$ cat config.mk
export PLATFORM = sky130hd
export DESIGN_NAME = pcr_config_regs
export DESIGN_NICKNAME = d
export VERILOG_FILES = /design/src/logic/pcr_config_regs.v
export VERILOG_INCLUDE_DIRS = /design/src /design/src/logic
export SDC_FILE = /design/constraint.sdc
export NUM_CORES = 1
export LEC_CHECK = 0
export CORE_MARGIN = 8
export CORE_UTILIZATION = 55
export CTS_BUF_LIST = sky130_fd_sc_hd__clkbuf_16
export CTS_CLUSTER_DIAMETER = 80
export DETAILED_ROUTE_END_ITERATION = 10
export DONT_BUFFER_PORTS = 1
export GPL_TIMING_DRIVEN = 0
export PLACE_DENSITY = 0.7
export SYNTH_ARGS = -nofsm -noshare
export SYNTH_HDL_FRONTEND = slang
export SYNTH_SLANG_ARGS = --single-unit
$ cat constraint.sdc
create_clock -name pclk -period 9.9 [get_ports pclk]
set_clock_uncertainty 0.1 [all_clocks]
set_input_delay 1.485 -clock pclk [delete_from_list [all_inputs] [get_ports pclk]]
set_output_delay 1.485 -clock pclk [all_outputs]
set_load 0.02 [all_outputs]
$ cat src/logic/pcr_defines.vh
`ifndef PCR_DEFINES_VH
`define PCR_DEFINES_VH

// ----------------------------------------
// Register indices (byte address = 4 x index)
// ----------------------------------------
`define PCR_IDX_PKT_CTRL 8'h08
`define PCR_IDX_NODE_ID 8'h09
`define PCR_IDX_HOP 8'h0A
`define PCR_IDX_IF 8'h0B
`define PCR_IDX_OFFSET 8'h0C
`define PCR_IDX_TUNE_HI 8'h0D
`define PCR_IDX_TUNE_MID 8'h0E
`define PCR_IDX_TUNE_LO 8'h0F
`define PCR_IDX_PAYLOAD 8'h20
`define PCR_IDX_FILTER 8'h21
`define PCR_IDX_SPACING 8'h22
`define PCR_IDX_STATUS 8'h23

// ----------------------------------------
// Field positions in the packet control and status registers
// ----------------------------------------
`define PCR_POS_WHITEN 6
`define PCR_POS_FMT 4
`define PCR_POS_CRC 2
`define PCR_POS_LEN 0
`define PCR_POS_STAT_LRES 24

// ----------------------------------------
// Reset values
// ----------------------------------------
`define PCR_RST_WHITEN 1'b1
`define PCR_RST_FMT 2'h0
`define PCR_RST_CRC 1'b1
`define PCR_RST_LEN 2'h1
`define PCR_RST_NODE_ID 8'h00
`define PCR_RST_HOP 8'h00
`define PCR_RST_IF 5'h0F
`define PCR_RST_OFFSET 8'h00
`define PCR_RST_TUNE_HI 6'h1E
`define PCR_RST_TUNE_MID 8'hC4
`define PCR_RST_TUNE_LO 8'hEC
`define PCR_RST_PAYLOAD 8'hFF
`define PCR_RST_FILTER 2'h0
`define PCR_RST_PN9 9'h1FF

// ----------------------------------------
// Mode encodings
// ----------------------------------------
`define PCR_FMT_FIFO 2'h0
`define PCR_FMT_SYNC 2'h1
`define PCR_FMT_PN9 2'h2
`define PCR_FMT_ASYNC 2'h3
`define PCR_LEN_FIXED 2'h0
`define PCR_LEN_VAR 2'h1
`define PCR_LEN_INF 2'h2
`define PCR_LEN_RSVD 2'h3
`define PCR_FLT_NONE 2'h0
`define PCR_FLT_EXACT 2'h1
`define PCR_FLT_BC0 2'h2
`define PCR_FLT_BC0FF 2'h3

// ----------------------------------------
// Frequency scaling shifts to the base-word unit of fxosc/65536
// ----------------------------------------
`define PCR_IF_SHIFT 6
`define PCR_OFF_SHIFT 2

`endif

$ cat src/logic/pcr_config_regs.v
// Overview of operation
// - Format 0 moves payload through the FIFO path.
// - Format 1 is synchronous serial, transmit data from general pin zero.
// - Format 2 transmits PN9 data; receive acts as format 0.
// - Format 3 is asynchronous serial: data in on pin zero, out on output pin.
// - CRC enable, reset 1, turns CRC on for transmit and receive in formats 0 and 2.
// - Length mode 0: fixed length from the payload size register.
// - Length mode 1, reset value: length from first byte after sync.
// - Length mode 2 is unbounded; mode 3 is reserved, refuses every length and sets status bit 24.
// - Received address filtered against node id, reset 0; 0x00/0xFF broadcast.
// - Frequency adds channel number times channel spacing to base word.
// - In receive, IF code times fxosc/1024 is subtracted; reset 15.
// - Signed offset in fxosc/16384 steps added to base; reset 0.
// - Top two bits of the base word read zero and ignore writes.
// - 24-bit base word in fxosc/65536 steps, reset 0x1E/0xC4/0xEC.
// - In variable mode the payload size is the largest accepted length.
// - Filter mode: none, exact, plus 0x00, plus 0x00 and 0xFF.
//
// The APB slave port is this design's own decision.
`include "pcr_defines.vh"
`timescale 1ns/1ps
`default_nettype none

module pcr_config_regs #(
  parameter ADDR_W = 8,
  parameter [15:0] SPACING_RST = 16'h0100
) (
  input wire pclk,
  input wire presetn,
  input wire psel,
  input wire penable,
  input wire pwrite,
  input wire [ADDR_W-1:0] paddr,
  input wire [31:0] pwdata,
  input wire [3:0] pstrb,
  output reg [31:0] prdata,
  output reg pready,
  output reg pslverr,
  input wire bit_tick,
  input wire frame_start,
  input wire rx_mode,
  input wire tx_fifo_bit,
  input wire rx_demod_bit,
  input wire general_pin_zero,
  input wire addr_valid,
  input wire [7:0] rx_addr,
  input wire len_valid,
  input wire [7:0] rx_len,
  output reg tx_mod_bit_r,
  output reg rx_data_bit_r,
  output reg serial_data_out_r,
  output reg fifo_path_en_r,
  output reg serial_mode_r,
  output reg crc_en_r,
  output reg len_fixed_r,
  output reg len_variable_r,
  output reg len_infinite_r,
  output reg [7:0] payload_limit_r,
  output reg addr_accept_r,
  output reg addr_reject_r,
  output reg len_ok_r,
  output reg len_bad_r,
  output reg [23:0] synth_word_r
);

  // ----------------------------------------
  // Functions
  // ----------------------------------------
  // Register hit at a word index; unaligned addresses never hit
  function addr_hit;
    input [ADDR_W-1:0] addr;
    input [7:0] idx;
    begin
      addr_hit = (addr[1:0] == 2'h0) && (addr[ADDR_W-1:2] == idx[ADDR_W-3:0]);
    end
  endfunction

  // PN9 step, x^9 + x^5 + 1
  function [8:0] pn9_next;
    input [8:0] s;
    begin
      pn9_next = {s[0] ^ s[5], s[8:1]};
    end
  endfunction

  // ----------------------------------------
  // Storage
  // ----------------------------------------
  reg whiten_r;
  reg [1:0] payload_path_select_r;
  reg crc_r;
  reg [1:0] len_cfg_r;
  reg [7:0] node_id_r;
  reg [7:0] hop_index_r;
  reg [4:0] intermediate_tuning_code_r;
  reg [7:0] synth_offset_trim_r;
  reg [5:0] tune_hi_r;
  reg [7:0] tune_mid_r;
  reg [7:0] tune_lo_r;
  reg [7:0] payload_size_r;
  reg [1:0] node_filter_mode_r;
  reg [15:0] spacing_r;
  reg pin_s1_r;
  reg pin_s2_r;
  reg [8:0] pn9_r;
  reg [8:0] wtx_r;
  reg [8:0] wrx_r;

  wire wr_en;
  wire [7:0] wb;
  wire lane0;
  wire lane1;
  wire hit_any;

  // Write commits only at the access edge that sees pready high
  assign wr_en = psel & penable & pwrite & pready;
  assign wb = pwdata[7:0];
  assign lane0 = pstrb[0];
  assign lane1 = pstrb[1];
  assign hit_any = addr_hit(paddr, `PCR_IDX_PKT_CTRL) | addr_hit(paddr, `PCR_IDX_NODE_ID) |
    addr_hit(paddr, `PCR_IDX_HOP) | addr_hit(paddr, `PCR_IDX_IF) |
    addr_hit(paddr, `PCR_IDX_OFFSET) | addr_hit(paddr, `PCR_IDX_TUNE_HI) |
    addr_hit(paddr, `PCR_IDX_TUNE_MID) | addr_hit(paddr, `PCR_IDX_TUNE_LO) |
    addr_hit(paddr, `PCR_IDX_PAYLOAD) | addr_hit(paddr, `PCR_IDX_FILTER) |
    addr_hit(paddr, `PCR_IDX_SPACING) | addr_hit(paddr, `PCR_IDX_STATUS);

  // ----------------------------------------
  // Register writes
  // ----------------------------------------
  // Byte lane 0 carries every 8-bit register; reserved bits are not stored
  always @(posedge pclk or negedge presetn) begin
    if (!presetn) begin
      whiten_r <= `PCR_RST_WHITEN;
      payload_path_select_r <= `PCR_RST_FMT;
      crc_r <= `PCR_RST_CRC;
      len_cfg_r <= `PCR_RST_LEN;
      node_id_r <= `PCR_RST_NODE_ID;
      hop_index_r <= `PCR_RST_HOP;
      intermediate_tuning_code_r <= `PCR_RST_IF;
      synth_offset_trim_r <= `PCR_RST_OFFSET;
      tune_hi_r <= `PCR_RST_TUNE_HI;
      tune_mid_r <= `PCR_RST_TUNE_MID;
      tune_lo_r <= `PCR_RST_TUNE_LO;
      payload_size_r <= `PCR_RST_PAYLOAD;
      node_filter_mode_r <= `PCR_RST_FILTER;
      spacing_r <= SPACING_RST; // Parameter default, a constant
    end else if (wr_en && lane0) begin
      if (addr_hit(paddr, `PCR_IDX_PKT_CTRL)) begin
        whiten_r <= wb[`PCR_POS_WHITEN];
        payload_path_select_r <= wb[`PCR_POS_FMT+1:`PCR_POS_FMT];
        crc_r <= wb[`PCR_POS_CRC];
        len_cfg_r <= wb[`PCR_POS_LEN+1:`PCR_POS_LEN];
      end
      if (addr_hit(paddr, `PCR_IDX_NODE_ID)) node_id_r <= wb;
      if (addr_hit(paddr, `PCR_IDX_HOP)) hop_index_r <= wb;
      if (addr_hit(paddr, `PCR_IDX_IF)) intermediate_tuning_code_r <= wb[4:0];
      if (addr_hit(paddr, `PCR_IDX_OFFSET)) synth_offset_trim_r <= wb;
      if (addr_hit(paddr, `PCR_IDX_TUNE_HI)) tune_hi_r <= wb[5:0];
      if (addr_hit(paddr, `PCR_IDX_TUNE_MID)) tune_mid_r <= wb;
      if (addr_hit(paddr, `PCR_IDX_TUNE_LO)) tune_lo_r <= wb;
      if (addr_hit(paddr, `PCR_IDX_PAYLOAD)) payload_size_r <= wb;
      if (addr_hit(paddr, `PCR_IDX_FILTER)) node_filter_mode_r <= wb[1:0];
      if (addr_hit(paddr, `PCR_IDX_SPACING)) begin
        spacing_r[7:0] <= wb;
        if (lane1) begin
          spacing_r[15:8] <= pwdata[15:8];
        end
      end
    end
  end

  // ----------------------------------------
  // APB read and answer
  // ----------------------------------------
  reg [31:0] rd_nxt;

  // Read mux; reserved bits and the top two base bits read zero
  always @* begin
    rd_nxt = 32'h0000_0000;
    case (1'b1)
      addr_hit(paddr, `PCR_IDX_PKT_CTRL): begin
        rd_nxt[7:0] = {1'b0, whiten_r, payload_path_select_r, 1'b0, crc_r, len_cfg_r};
      end
      addr_hit(paddr, `PCR_IDX_NODE_ID): begin
        rd_nxt[7:0] = node_id_r;
      end
      addr_hit(paddr, `PCR_IDX_HOP): begin
        rd_nxt[7:0] = hop_index_r;
      end
      addr_hit(paddr, `PCR_IDX_IF): begin
        rd_nxt[7:0] = {3'h0, intermediate_tuning_code_r};
      end
      addr_hit(paddr, `PCR_IDX_OFFSET): begin
        rd_nxt[7:0] = synth_offset_trim_r;
      end
      addr_hit(paddr, `PCR_IDX_TUNE_HI): begin
        rd_nxt[7:0] = {2'h0, tune_hi_r};
      end
      addr_hit(paddr, `PCR_IDX_TUNE_MID): begin
        rd_nxt[7:0] = tune_mid_r;
      end
      addr_hit(paddr, `PCR_IDX_TUNE_LO): begin
        rd_nxt[7:0] = tune_lo_r;
      end
      addr_hit(paddr, `PCR_IDX_PAYLOAD): begin
        rd_nxt[7:0] = payload_size_r;
      end
      addr_hit(paddr, `PCR_IDX_FILTER): begin
        rd_nxt[7:0] = {6'h00, node_filter_mode_r};
      end
      addr_hit(paddr, `PCR_IDX_SPACING): begin
        rd_nxt[15:0] = spacing_r;
      end
      addr_hit(paddr, `PCR_IDX_STATUS): begin
        rd_nxt[23:0] = synth_word_r;
        rd_nxt[`PCR_POS_STAT_LRES] = (len_cfg_r == `PCR_LEN_RSVD);
      end
      default: begin
        rd_nxt = 32'h0000_0000;
      end
    endcase
  end

  // No wait state: answer built in setup, pready high for the access edge
  always @(posedge pclk or negedge presetn) begin
    if (!presetn) begin
      pready <= 1'b0;
      pslverr <= 1'b0;
      prdata <= 32'h0000_0000;
    end else begin
      pready <= psel & ~penable;
      if (psel && !penable) begin
        pslverr <= ~hit_any | (pwrite & addr_hit(paddr, `PCR_IDX_STATUS));
        prdata <= pwrite ? 32'h0000_0000 : rd_nxt;
      end else begin
        pslverr <= 1'b0;
      end
    end
  end

  // ----------------------------------------
  // Pin synchroniser and sequence generators
  // ----------------------------------------
  // Pin zero is asynchronous; only the second stage is read
  always @(posedge pclk or negedge presetn) begin
    if (!presetn) begin
      pin_s1_r <= 1'b0;
      pin_s2_r <= 1'b0;
    end else begin
      pin_s1_r <= general_pin_zero;
      pin_s2_r <= pin_s1_r;
    end
  end

  // Random data and both whitening sequences restart at each frame
  always @(posedge pclk or negedge presetn) begin
    if (!presetn) begin
      pn9_r <= `PCR_RST_PN9;
      wtx_r <= `PCR_RST_PN9;
      wrx_r <= `PCR_RST_PN9;
    end else if (frame_start) begin
      pn9_r <= `PCR_RST_PN9;
      wtx_r <= `PCR_RST_PN9;
      wrx_r <= `PCR_RST_PN9;
    end else if (bit_tick) begin
      pn9_r <= pn9_next(pn9_r);
      wtx_r <= pn9_next(wtx_r);
      wrx_r <= pn9_next(wrx_r);
    end
  end

  // ----------------------------------------
  // Data path selection
  // ----------------------------------------
  wire packet_fmt;
  reg tx_src;

  // Whitening only makes sense where the block frames packets
  assign packet_fmt = (payload_path_select_r == `PCR_FMT_FIFO) ||
    (payload_path_select_r == `PCR_FMT_PN9);

  always @* begin
    case (payload_path_select_r)
      `PCR_FMT_FIFO: tx_src = tx_fifo_bit ^ (whiten_r & wtx_r[0]);
      `PCR_FMT_SYNC: tx_src = pin_s2_r;
      `PCR_FMT_PN9: tx_src = pn9_r[0];
      `PCR_FMT_ASYNC: tx_src = pin_s2_r;
      default: tx_src = tx_fifo_bit;
    endcase
  end

  // Random mode receives like FIFO mode; serial modes mirror rx on the pin
  always @(posedge pclk or negedge presetn) begin
    if (!presetn) begin
      tx_mod_bit_r <= 1'b0;
      rx_data_bit_r <= 1'b0;
      serial_data_out_r <= 1'b0;
    end else begin
      tx_mod_bit_r <= tx_src;
      rx_data_bit_r <= rx_demod_bit ^ (whiten_r & packet_fmt & wrx_r[0]);
      serial_data_out_r <= ~packet_fmt & rx_demod_bit;
    end
  end

  // ----------------------------------------
  // Decoded controls
  // ----------------------------------------
  // Reserved length code enables no length mode at all
  always @(posedge pclk or negedge presetn) begin
    if (!presetn) begin
      fifo_path_en_r <= 1'b1;
      serial_mode_r <= 1'b0;
      crc_en_r <= 1'b1;
      len_fixed_r <= 1'b0;
      len_variable_r <= 1'b1;
      len_infinite_r <= 1'b0;
      payload_limit_r <= `PCR_RST_PAYLOAD;
    end else begin
      fifo_path_en_r <= packet_fmt;
      serial_mode_r <= ~packet_fmt;
      crc_en_r <= crc_r & packet_fmt;
      len_fixed_r <= (len_cfg_r == `PCR_LEN_FIXED);
      len_variable_r <= (len_cfg_r == `PCR_LEN_VAR);
      len_infinite_r <= (len_cfg_r == `PCR_LEN_INF);
      payload_limit_r <= payload_size_r;
    end
  end

  // ----------------------------------------
  // Address filter and length check
  // ----------------------------------------
  reg addr_pass;

  always @* begin
    case (node_filter_mode_r)
      `PCR_FLT_NONE: addr_pass = 1'b1;
      `PCR_FLT_EXACT: addr_pass = (rx_addr == node_id_r);
      `PCR_FLT_BC0: addr_pass = (rx_addr == node_id_r) | (rx_addr == 8'h00);
      `PCR_FLT_BC0FF: addr_pass = (rx_addr == node_id_r) | (rx_addr == 8'h00) |
        (rx_addr == 8'hFF);
      default: addr_pass = 1'b0;
    endcase
  end

  reg len_pass;

  always @* begin
    case (len_cfg_r)
      `PCR_LEN_FIXED: len_pass = 1'b1;
      `PCR_LEN_VAR: len_pass = (rx_len <= payload_size_r);
      `PCR_LEN_INF: len_pass = 1'b1;
      default: len_pass = 1'b0;
    endcase
  end

  // One-cycle verdicts, one cycle after the strobe
  always @(posedge pclk or negedge presetn) begin
    if (!presetn) begin
      addr_accept_r <= 1'b0;
      addr_reject_r <= 1'b0;
      len_ok_r <= 1'b0;
      len_bad_r <= 1'b0;
    end else begin
      addr_accept_r <= addr_valid & addr_pass;
      addr_reject_r <= addr_valid & ~addr_pass;
      len_ok_r <= len_valid & len_pass;
      len_bad_r <= len_valid & ~len_pass;
    end
  end

  // ----------------------------------------
  // Synthesizer word
  // ----------------------------------------
  // All terms in fxosc/65536 units; wraps modulo 2^24
  wire [23:0] base_word;
  wire [23:0] hop_term;
  wire [25:0] off_term;
  wire [25:0] if_term;
  wire [25:0] synth_sum;

  assign base_word = {2'h0, tune_hi_r, tune_mid_r, tune_lo_r};
  assign hop_term = hop_index_r * spacing_r;
  assign off_term = {{16{synth_offset_trim_r[7]}}, synth_offset_trim_r, 2'h0};
  assign if_term = rx_mode ? {15'h0000, intermediate_tuning_code_r, 6'h00} : 26'h0000000;
  assign synth_sum = {2'h0, base_word} + {2'h0, hop_term} + off_term - if_term;

  always @(posedge pclk or negedge presetn) begin
    if (!presetn) begin
      synth_word_r <= 24'h000000;
    end else begin
      synth_word_r <= synth_sum[23:0];
    end
  end

endmodule

`default_nettype wire

* Yosys cells after proc, flatten, opt, wreduce, memory -nomap -nowiden
Index checks and enable logic that the tools add are counted.
** Operators by class
- Add/subtract/negate cells :: 3
- Multiply operators :: 1
- Divide/modulo/power cells :: 0
- Order comparisons :: 1
- Eq/ne operators :: 23
- Shift operators :: 0
- Multiplexer cells :: 48
- Bitwise gates (word level) :: 38
- Reduce and logical (&&, ||, !) cells :: 36
** Operators with widths (number)
- $mux 8 :: 24
- $mux 9 :: 18
- $eq 6x4->1 const B :: 8
- $mux 25 :: 1
- $add 22x24->24 :: 1
- $add 24x24->24 :: 1
- $eq 6x6->1 const B :: 4
- $mul 8x16->24 :: 1
- $sub 24x24->24 :: 1
- $reduce_and 2->1 :: 11
- $and 1x1->1 :: 14
- $logic_and 1x1->1 :: 14
- $or 1x1->1 :: 14
- $eq 2x2->1 const B :: 6
- $mux 11 :: 1
- $eq 8x8->1 :: 1
- $eq 8x8->1 const B :: 1
- $le 8x8->1 :: 1
- $logic_not 2->1 :: 4
- $logic_not 8->1 :: 1
- $eq 2x1->1 const B :: 3
- $not 1->1 :: 5
- $xor 1x1->1 :: 5
- $pmux 1 s4 :: 1
- other kinds (8) :: 9
** Storage, ports and cells
- Flip-flop bits (word level) :: 191
- Latch bits :: 0
- Bits in writable memories :: 0
- Memory bits (read-only) :: 0
- Output and inout port bits :: 79
- Memories kept :: 0

* Longest topological paths before layout
Gate-level depths: netlist (run 1).
- Word-level depth :: 16
- Mapped depth :: 20
- Mapped depth without buffers :: 18

* Worst setup path before layout (run 1)
Ideal clock, no wire load.
- Kind :: input port to flip-flop
- Start :: in rx_mode
- End :: reg synth_word_r[13]
- Library setup time :: 80 ps
- Arrival :: 5392 ps
- Required time :: 9720 ps
- Setup slack :: 4328 ps
- Stages :: 15
- Path through :: and2_1 fa_1 fa_1 inv_1 fa_1 fa_1 inv_1 fa_1 inv_1 ha_1 or3_1 o21ai_0 o21ai_0 a21boi_0 xnor2_1
** Between the ends
- Longest elaborated chain between the ends :: 2
** Ends and longest elaborated chain
- start: declaration :: RTL line pcr_config_regs.v:41 : input wire rx_mode,
- $mux 11 :: RTL line pcr_config_regs.v:384 : assign if_term = rx_mode ? {15'h0000, intermediate_tuning_code_r, 6'h00} : 26'h0000000;
- $sub 24x24->24 :: RTL line pcr_config_regs.v:385 : assign synth_sum = {2'h0, base_word} + {2'h0, hop_term} + off_term - if_term;
- named net synth_sum[13] :: RTL line pcr_config_regs.v:379 : wire [25:0] synth_sum;
- end signal: assignment :: RTL line pcr_config_regs.v:391 : synth_word_r <= synth_sum[23:0];
- end: declaration :: RTL line pcr_config_regs.v:63 : output reg [23:0] synth_word_r
The timed path passes the listed nets, and every way through them passes these cells.
A chain may end at the register's enable or synchronous reset.

* Final worst setup path (run 1)
- Start :: reg hop_index_r[2]
- End :: reg synth_word_r[22]
** Between the ends
- Longest elaborated chain between the ends :: 4
** Ends and longest elaborated chain
- start: declaration :: RTL line pcr_config_regs.v:94 : reg [7:0] hop_index_r;
- start signal: assignment :: RTL line pcr_config_regs.v:138 : hop_index_r <= `PCR_RST_HOP;
- start signal: assignment :: RTL line pcr_config_regs.v:155 : if (addr_hit(paddr, `PCR_IDX_HOP)) hop_index_r <= wb;
- $mul 8x16->24 :: RTL line pcr_config_regs.v:382 : assign hop_term = hop_index_r * spacing_r;
- $add 22x24->24 :: RTL line pcr_config_regs.v:385
- $add 24x24->24 :: RTL line pcr_config_regs.v:385
- $sub 24x24->24 :: RTL line pcr_config_regs.v:385
- named net synth_sum[22] :: RTL line pcr_config_regs.v:379
The timed path passes the listed nets, and every way through them passes these cells.

==> results.md, run 1 <==
- Max Slew Vio Count: 0
- RSZ-0062 raised after global routing: no
- Routed vias/inst: 5.77
- Final setup vio count: 0
- Clk sinks: 184
- Commonest non-fill, non-tap cell in the layout: inv_1
- CTS Root Cell: clkbuf_16
- Antenna-violating nets left: 0
- Critical Path Most Common Cell: fa_1
- Grt met2 use: 0.426
- Post-layout net count: about 1600
- Met3 Track Usage GR: 0.0498
- HPWL Detailed: roughly 27000 um
- CTS H-Tree Depth: 4
- Clock Latency Late Sink: between 400 and 500 ps
- Share of the synthesized area in the top cell type: 0.221
- Global-route wire length before repair: around 56000 um
- Slew @ Worst Pin: between 900 and 1000 ps
- Hold WC Path Type: register to register
- Clock Path Buffers: 2
- Cells after Synth: about 1300
- Setup crit end kind: register
- Share of async-settable or async-resettable flops after synthesis: 1.00
- Worst-path maximum fanout: 10
- Die X: 172 um
- Die Height: 172 um
- Syn_area_per_cell: between 10 and 15 um2
- Pre-Repair DR Iteration Count: 5
- Startpoint types: register
- Commonest cells after routing, fill and taps aside: 173 x inv_1, 164 x nand2_1, 132 x fa_1
- Reg2reg path depth: 18
- Diode count: 0
- DRC: 0
- Max-cap viol count: 0
- CTS tree: yes
- WHS Path Cells: 0
- Power Dens Cells: 113 nW/um2
- Endpoints failing hold: 0
- WL final: around 35000 um
- CP max-delay cell: clkbuf_1
- Gpl congestion: 0.952
- Post-CTS Resized: 0
- Max VDD drop: between 0.08 and 0.09 mV
- Post-Syn Area: 13400 um2
- Kind of critical path: register to register
- Syn-to-layout area delta: 7.83%
- Drt initial violations: slightly above 800
- Worst endpoint required time: just over 10000 ps
- Worst reg2reg setup slack: between 3000 and 4000 ps
- GR Layer Usage met1: 0.312
- Seq/Total Area, Yosys: 0.350
- Initial antenna violation count: 0
- Buffers & Inverters on Critical Path: 5
- CP delay by family, top: adder cells
- Flip-flop and latch area: between 4000 and 5000 um2
- Netlist cell types: 73
- Gr busiest metal: met2
- Multi-input gate area: ~7700 um2
- Crit path time final: 6350 ps
- Leak pwr: roughly 7 nW
- I/O pins: roughly 150
- CP Data Arrival Time: about 6600 ps
- Fill count: 2098
- Hold EP: pin_s2_r
- Peak Freq: 0.157 GHz
- Total negative slack: 0 ps
- Post-CTS setup buffer count: 0
- Initial core utilization: 0.555
- Yosys reg bits: 184
- Grt ovf: 0
- Critical path launch point: hop_index_r[2]
- TritonCTS Buffers: 17
- Site Rows: 57
- Core area: between 20000 and 25000 um2
- Reg clk slew, reported paths: 80 ps
- Wire per inst: about 22 um
- Via count: 9407
- Number of I/O port buffers: 0
- Largest net degree at the start of global routing: about 190
- Final Power: about 1.6 mW
- Critical Path, Cell by Cell: clkbuf_1 -> clkbuf_1 -> nand2_1 -> fa_1 -> inv_1 -> fa_1 -> fa_1 -> fa_1 -> inv_1 -> fa_1 -> inv_1 -> ha_1 -> a211oi_1 -> o211ai_1 -> a221oi_1 -> a21oi_1 -> o21ai_1 -> mux2i_1
- Post-synth EDFFs: 0
- Area leader, netlist: dfrtp_1
- Synth warn: 0
- Gr usage total: 0.251
- R2R Path End: synth_word_r[22]
- FF-to-FF Start: hop_index_r[2]
- Crit path largest cell delay: 680 ps
- Slew margin rel.: 0.392
- Most common flop cell mapped by yosys: dfrtp_1
- Die ar.: just under 30000 um2
- Cts hold-fix bufs: 0
- Vias in the first global route: ~10000
- Min-delay src: pin_s1_r
- Largest cells by area after synthesis: dfrtp_1 22%, fa_1 20%, dfstp_2 13%, ha_1 6.0%, mux2_2 5.6%
- Fraction of layout instances using a drive strength above 1: 0.162
- Outcome: finished clean
- Period Utilization, post-route: 0.641
[layout make-up]
| class | count | share of cell area |
|---|---|---|
| clock inverters | 15 | 0.0135 |
| plain buffers | 75 | 0.0246 |
| clock buffers | 17 | 0.0295 |
| inverters | 174 | 0.0452 |
| well taps | 324 | 0.0281 |
| flip-flops and latches | 184 | 0.325 |
| multi-input cells | 841 | 0.534 |
[metrics by stage]
stage | worst slack, ps | utilization | cells | hold WS, ps | instance area, um2
3_5_place_dp | 3570 | 0.573 | 1598 | 246 | 13800
2_1_floorplan | 4330 | - | 1274 | 231 | 13400
6_report | 3550 | 0.599 | 1630 | 264 | 14400
5_1_grt | 3200 | 0.599 | 1630 | 278 | 14400
4_1_cts | 3500 | 0.599 | 1630 | 269 | 14400
3_3_place_gp | 3570 | 0.573 | 1598 | 234 | 13800
[per-layer routing]
metal	vias up	wire length, um
met3	83	2480
met1	4803	14100
met4	0	1320
met5	-	0
met2	341	17600
li1	4180	-
[worst max path at each step]
stage	depth (start not counted)	slack [ps]	to
floorplan	15	4330	synth_word_r[13]
global placement	18	3570	synth_word_r[22]
detailed placement	18	3570	synth_word_r[22]
CTS	18	3500	synth_word_r[22]
global route	18	3200	synth_word_r[22]
finish	18	3550	synth_word_r[22]
[flip-flops by register name, summed over array words and instances (netlist names), 5 cells and up]
name	cells
tune_mid_r	8
wrx_r	9
tune_lo_r	8
pn9_r	9
payload_size_r	8
spacing_r	16
tune_hi_r	6
prdata	25
synth_offset_trim_r	8
intermediate_tuning_code_r	5
payload_limit_r	8
synth_word_r	24
hop_index_r	8
node_id_r	8
wtx_r	9
[cell families after synthesis]
| logic type | synth area share |
|---|---|
| and+or+nand+nor | 0.119 |
| buffers and inverters | 0.0753 |
| adders and majority gates | 0.257 |
| AOI/OAI and AO/OA | 0.0967 |
| DFF | 0.350 |
| muxes | 0.0779 |
| xor gates and xnor gates | 0.0236 |
| other | 0.000280 |
[power by group]
group          total (mW)  internal, mW  switching, mW  leakage [nW]
clock network       0.717         0.366          0.351         0.301
logic               0.108        0.0432         0.0644          4.29
registers           0.805         0.777         0.0284          2.25
total                1.63          1.19          0.444          6.84
[cell usage after synthesis (all sizes together), types with 4 or more instances]
master	n
a211o	24
a211oi	6
a21boi	4
a21oi	35
a22o	12
a31oi	5
and2	34
and3	5
buf	29
clkbuf	46
dfrtp	118
dfstp	66
fa	132
ha	64
inv	173
mux2	67
mux2i	22
nand2	167
nand2b	4
nand3	14
nand3b	4
nand4	4
nor2	31
nor2b	33
nor3	7
nor4	4
o211ai	8
o21ai	58
o22ai	5
o311ai	4
xnor2	18
xor2	18
[worst reg2reg max path, stage by stage (launching register included)]
cell and delay (ps):
dfrtp_1 320, clkbuf_1 680, clkbuf_1 620, nand2_1 150, fa_1 510, inv_1 50
fa_1 490, fa_1 480, fa_1 520, inv_1 50, fa_1 470, inv_1 40
ha_1 350, a211oi_1 290, o211ai_1 180, a221oi_1 390, a21oi_1 150, o21ai_1 230
mux2i_1 210
(Power assumes the default switching activity.)
==> run 2: changes to the inputs <==
- PLACE_DENSITY: 0.7 -> 0.73
- clock period: 9.9 -> 5.32 ns (I/O delays scaled with it)
==> run 2 against run 1 <==
  * Critical path depth fell by 4
  * Final area up 1.3%
  * Register-to-register slack got worse by 3400 ps
  * Combinational power increased by 120%
  * Fmax rose by 23%
  * Die area stayed put
  * First-iteration DRC count down 4.6%
  * Critical path type unchanged
==> results.md, run 2 (synthesis results as in run 1) <==
- Outcome: finished clean
- Kind of critical path: register to register
- Die ar.: slightly below 30000 um2
- Antenna-violating nets left: 0
- Vias in the first global route: approximately 10000
- Switching Fraction: 0.280
- Initial core utilization: 0.555
- Largest Register: prdata
- Clock Latency Late Sink: roughly 440 ps
- Gr usage total: 0.260
- Biggest regs: prdata (25), synth_word_r (24), spacing_r (16)
- Hold_ws: around 86 ps
- Max-cap viol count: 0
- HPWL Detailed: 27000 um
- Placed cells: between 1500 and 2000
- Die X: between 150 and 200 um
- Commonest cells after routing, fill and taps aside: 174 x inv_1, 164 x nand2_1, 132 x fa_1
- Max FFs per register: 25
- Clk sinks: ~180
- I/O pins: between 150 and 200
- Die Height: between 150 and 200 um
- Commonest non-fill, non-tap cell in the layout: inv_1
- Gate power share: 0.077
- Slew margin rel.: 0.472
- Setup crit end kind: register
- Via count: around 9500
- Hold WC Path Type: input pin to asynchronous set/reset pin
- Clock Path Buffers: 2
- Max VDD drop: around 0.22 mV
- DP Area: approximately 14000 um2
- CTS H-Tree Depth: 4
- Period Utilization, post-route: 0.968
- Initial antenna violation count: 2
- Pre-Repair DR Iteration Count: 5
- CP Data Arrival Time: between 5000 and 6000 ps
- Syn-to-layout area delta: 9.23%
- Max Slew Vio Count: 0
- Worst-path maximum fanout: 10
- Global-route wire length before repair: a little under 60000 um
- Peak Freq: 0.194 GHz
- Largest net degree at the start of global routing: 119
- Leak pwr: roughly 6.9 nW
- Endpoints failing hold: 0
- Grt ovf: 0
- Number of I/O port buffers: 0
- Slew @ Worst Pin: 792 ps
- Crit path time final: 5150 ps
- Routed vias/inst: roughly 6
- DRC: 0
- Worst endpoint required time: roughly 5600 ps
- Fraction of layout instances using a drive strength above 1: 0.210
- Final setup vio count: 0
- Power Dens Cells: about 210 nW/um2
- Reg clk slew, reported paths: 80 ps
- Finished Cell Area: 14600 um2
- CTS tree: yes
- Sequential Power Share: 0.499
- Wire per inst: approximately 23 um
- Fill count: 2018
- Non-Filler Instances: about 1600
- Cell Int Power: approximately 2.2 mW
- TritonCTS Buffers: 17
- Drt initial violations: 772
- Gpl congestion: around 0.93
- Post-layout net count: around 1600
- CTS Root Cell: clkbuf_16
- Clock network power share: 0.423
- Site Rows: 57
- Core area: 24100 um2
- Startpoint types: register
- WL final: around 37000 um
- Switch Pwr: roughly 840 uW
==> run 2: critical path: stages (launching register included) <==
cell      delay, ps
dfrtp_1         690
nand2_1         150
fa_1            550
fa_1            430
fa_1            540
fa_1            450
fa_1            530
inv_1            50
ha_1            340
a211oi_1        210
o21ai_1         150
o211ai_1        330
a21oi_2         130
o21ai_2         160
mux2i_1         240
==> run 2: path summary, 6_finish.rpt <==
kind	start	endpoint	slack, ps	cells past startpoint
setup / recovery	spacing_r[2]	synth_word_r[22]	170	14
setup reg to reg	spacing_r[2]	synth_word_r[22]	170	14
hold reg to reg	pin_s1_r	pin_s2_r	270	0
max in group asynchronous	presetn	hop_index_r[0]	4360	1
hold / removal	presetn	len_variable_r	90	0
min in group pclk	pin_s1_r	pin_s2_r	270	0
==> run 2: layout make-up <==
cell class                 instances  area, um2  share of cell area
multi-input combinational        841       7800               0.534
timing repair buffer              18        159              0.0109
clock inverter                    15        154              0.0105
buffer                            52        304              0.0208
antenna                            1       2.50            0.000171
sequential                       184       4710               0.322
clock buffer                      17        425              0.0291
inverter                         174        653              0.0447
tap                              324        405              0.0277
==> run 2: metal layers <==
layer	track usage	vias up	wire length, um
met1	0.331	4848	14300
met2	0.429	392	18000
met3	0.0557	89	3400
met4	0.102	4	1300
li1	-	4172	-
met5	0	-	17
==> run 2: through the flow <==
step / setup slack (ps) / utilization / power (mW) / TNS, ps
finish: 169 / 0.607 / 3.00 / 0
global route: -20.8 / 0.606 / 3.10 / -48.0
CTS: 17.6 / 0.600 / 3.01 / 0
detailed placement: -943 / 0.573 / 1.72 / -9900
global placement: -957 / 0.573 / 1.72 / -9800
floorplan: 175 / - / 1.66 / 0
==> run 2: timing repair <==
| action | CTS | global route |
|---|---|---|
| hold buffers | 1 | 0 |
| setup endpoints to repair | 16 | 9 |
| resized for setup | 27 | 44 |
| pin swaps | 1 | 10 |
| endpoints found under the hold margin | 118 | 0 |
| buffers inserted | 12 | 5 |
==> run 2: power by group through the flow <==
stage / combinational, mW / clock, mW / sequential, mW
6_report: 0.233 / 1.27 / 1.50
5_1_grt: 0.256 / 1.34 / 1.50
2_1_floorplan: 0.152 / 0 / 1.51
3_5_place_dp: 0.198 / 0 / 1.52
3_3_place_gp: 0.194 / 0 / 1.52
4_1_cts: 0.222 / 1.29 / 1.50
==> run 3: changes to the inputs <==
- CELL_PAD_IN_SITES_DETAIL_PLACEMENT: default -> 0
- CELL_PAD_IN_SITES_GLOBAL_PLACEMENT: default -> 1
- CORE_MARGIN: 8 -> 4
- CORE_UTILIZATION: 55 -> 47
- PLACE_DENSITY: 0.73 -> default
- PLACE_DENSITY_LB_ADDON: default -> 0.1
- RECOVER_POWER: default -> 25
==> run 3 against run 2 <==
  * The flow now finishes with violations (capacitance limit, slew limit)
  * Critical path depth stayed put
  * Clock-buffer cell count stayed put
  * Sequential share of layout area is 0.20 points lower
  * Critical endpoint is now synth_word_r[23]
  * Fmax is 0.28% lower
  * Non-clock buffer count is 1 higher
  * Final area is 0.74% higher
  * Combinational power hardly changed
  * Global-route usage is 0.85 points lower
  * Register-to-register slack hardly changed
==> results.md, run 3 (synthesis results as in run 1) <==
- Crit path time final: approximately 5200 ps
- I/O pins: roughly 150
- Syn-to-layout area delta: 10.0%
- Gr usage total: 0.252
- Core area: roughly 28000 um2
- Clk sinks: 184
- Setup crit end kind: register
- Max FFs per register: 25
- Die X: ~180 um
- Critical Path Most Common Cell: fa_1
- Power Dens Cells: slightly above 200 nW/um2
- Worst endpoint required time: between 5000 and 6000 ps
- Via count: just over 9000
- Clock Latency Late Sink: approximately 440 ps
- Switching Fraction: 0.287
- Crit path largest cell delay: approximately 730 ps
- Initial antenna violation count: 1
- Antenna-violating nets left: 0
- Core Util, Final: 0.527
- Max Slew Vio Count: around 120
- Grt ovf: 0
- Cell Int Power: around 2.2 mW
- Switch Pwr: 874 uW
- Outcome: complete, but fails checks
- Fraction of layout instances using a drive strength above 1: 0.205
- Die ar.: 31200 um2
- Initial core utilization: 0.479
- RSZ-0062 raised after global routing: yes
- Peak Freq: ~0.19 GHz
- Die Height: between 150 and 200 um
- WL final: 37900 um
- Startpoint types: register
- Multi-input gate area: a little under 8000 um2
- CTS Root Cell: clkbuf_16
- Fill count: about 2600
- TritonCTS Buffers: 17
- Slew margin rel.: -1.09
- Vias in the first global route: 9868
- Critical Path, Cell by Cell: and2_1 -> fa_1 -> fa_1 -> fa_1 -> fa_1 -> inv_1 -> fa_1 -> inv_1 -> ha_1 -> or3_4 -> o211ai_4 -> a31oi_4 -> a221oi_2 -> xnor2_1
- Clock Path Buffers: 2
- Commonest non-fill, non-tap cell in the layout: inv_1
- Biggest regs: prdata (25), synth_word_r (24), spacing_r (16)
- Kind of critical path: register to register
- Wire per inst: around 23 um
- DRC: 0
- Total negative slack: 0 ps
- Max-cap viol count: 1
- Routed vias/inst: around 5.5
- Worst-path maximum fanout: 10
- CTS H-Tree Depth: 4
- Pre-Repair DR Iteration Count: 5
- Leak pwr: 6.91 nW
- Largest net degree at the start of global routing: 119
- Max VDD drop: about 0.18 mV
- Buffers & Inverters on Critical Path: 2
- CP Data Arrival Time: about 5400 ps
- Reg clk slew, reported paths: approximately 90 ps
- Post-layout net count: 1558
- Largest Register: prdata
- FF-to-FF Start: spacing_r[1]
- Site Rows: 61
- Gpl congestion: around 0.9
- CP max-delay cell: dfrtp_1
- CP delay by family, top: adder cells
- CTS tree: yes
- Clock network power share: 0.432
- Commonest cells after routing, fill and taps aside: 173 x inv_1, 164 x nand2_1, 131 x fa_1
- Global-route wire length before repair: approximately 60000 um
- Slew @ Worst Pin: around 3100 ps
- Failing checks: capacitance limit, slew limit
- Sequential Power Share: 0.492
- Flip-flop and latch area: about 4700 um2
- HPWL Detailed: approximately 28000 um
- Period Utilization, post-route: 0.971
- Endpoints failing hold: 0
- Critical path launch point: spacing_r[1]
- Hold WC Path Type: input pin to asynchronous set/reset pin
- Final setup vio count: 0
- Number of I/O port buffers: 0
- Drt initial violations: between 500 and 600
- Gate power share: 0.075
run 3: power groups by stage:
stage	Sequential [mW]	Clock (mW)	Combinational (mW)
after floorplan	1.51	0	0.152
after global placement	1.52	0	0.198
after detailed placement	1.52	0	0.199
after CTS	1.50	1.34	0.226
after global routing	1.50	1.40	0.254
final	1.50	1.32	0.230
run 3: worst paths after layout:
| path | slack [ps] | endpoint | depth (start not counted) |
|---|---|---|---|
| min in group pclk | 250 | pin_s2_r | 0 |
| min reg2reg | 250 | pin_s2_r | 0 |
| max reg2reg | 150 | synth_word_r[23] | 14 |
| min | 90 | len_variable_r | 0 |
| max | 150 | synth_word_r[23] | 14 |
| max in group asynchronous | 1760 | hop_index_r[5] | 1 |
run 3: through the flow:
stage | area [um2] | setup WS [ps] | cells | hold slack (ps) | power [mW]
2_1_floorplan | 13400 | 175 | 1274 | 231 | 1.66
3_3_place_gp | 13900 | -1070 | 1652 | 241 | 1.72
3_5_place_dp | 13900 | -1090 | 1652 | 242 | 1.72
4_1_cts | 14600 | 13.5 | 1673 | 86.3 | 3.07
5_1_grt | 14700 | -40.2 | 1680 | 75.2 | 3.15
6_report | 14700 | 155 | 1681 | 91.0 | 3.04
run 3: area by class of cell:
cell class	count	share of cell area
inverter	174	0.0443
tap	378	0.0321
clock inverter	15	0.0120
multi-input combinational	841	0.532
timing repair buffer	19	0.00951
clock buffer	17	0.0289
buffer	52	0.0212
sequential	184	0.320
antenna	1	0.000170
run 3: what timing repair did:
| item | 4_1_cts | 5_1_grt |
|---|---|---|
| resized for setup | 38 | 37 |
| setup buffers | 11 | 7 |
| hold endpoints to repair | 118 | 0 |
| pin swaps | 1 | 11 |
| hold buffers | 1 | 0 |
| setup endpoints to repair | 17 | 9 |
run 3: metal layers:
layer,track usage,share of wire
met1,0.337,0.43
met2,0.418,0.48
met3,0.0485,0.059
met4,0.0761,0.031
met5,0,0
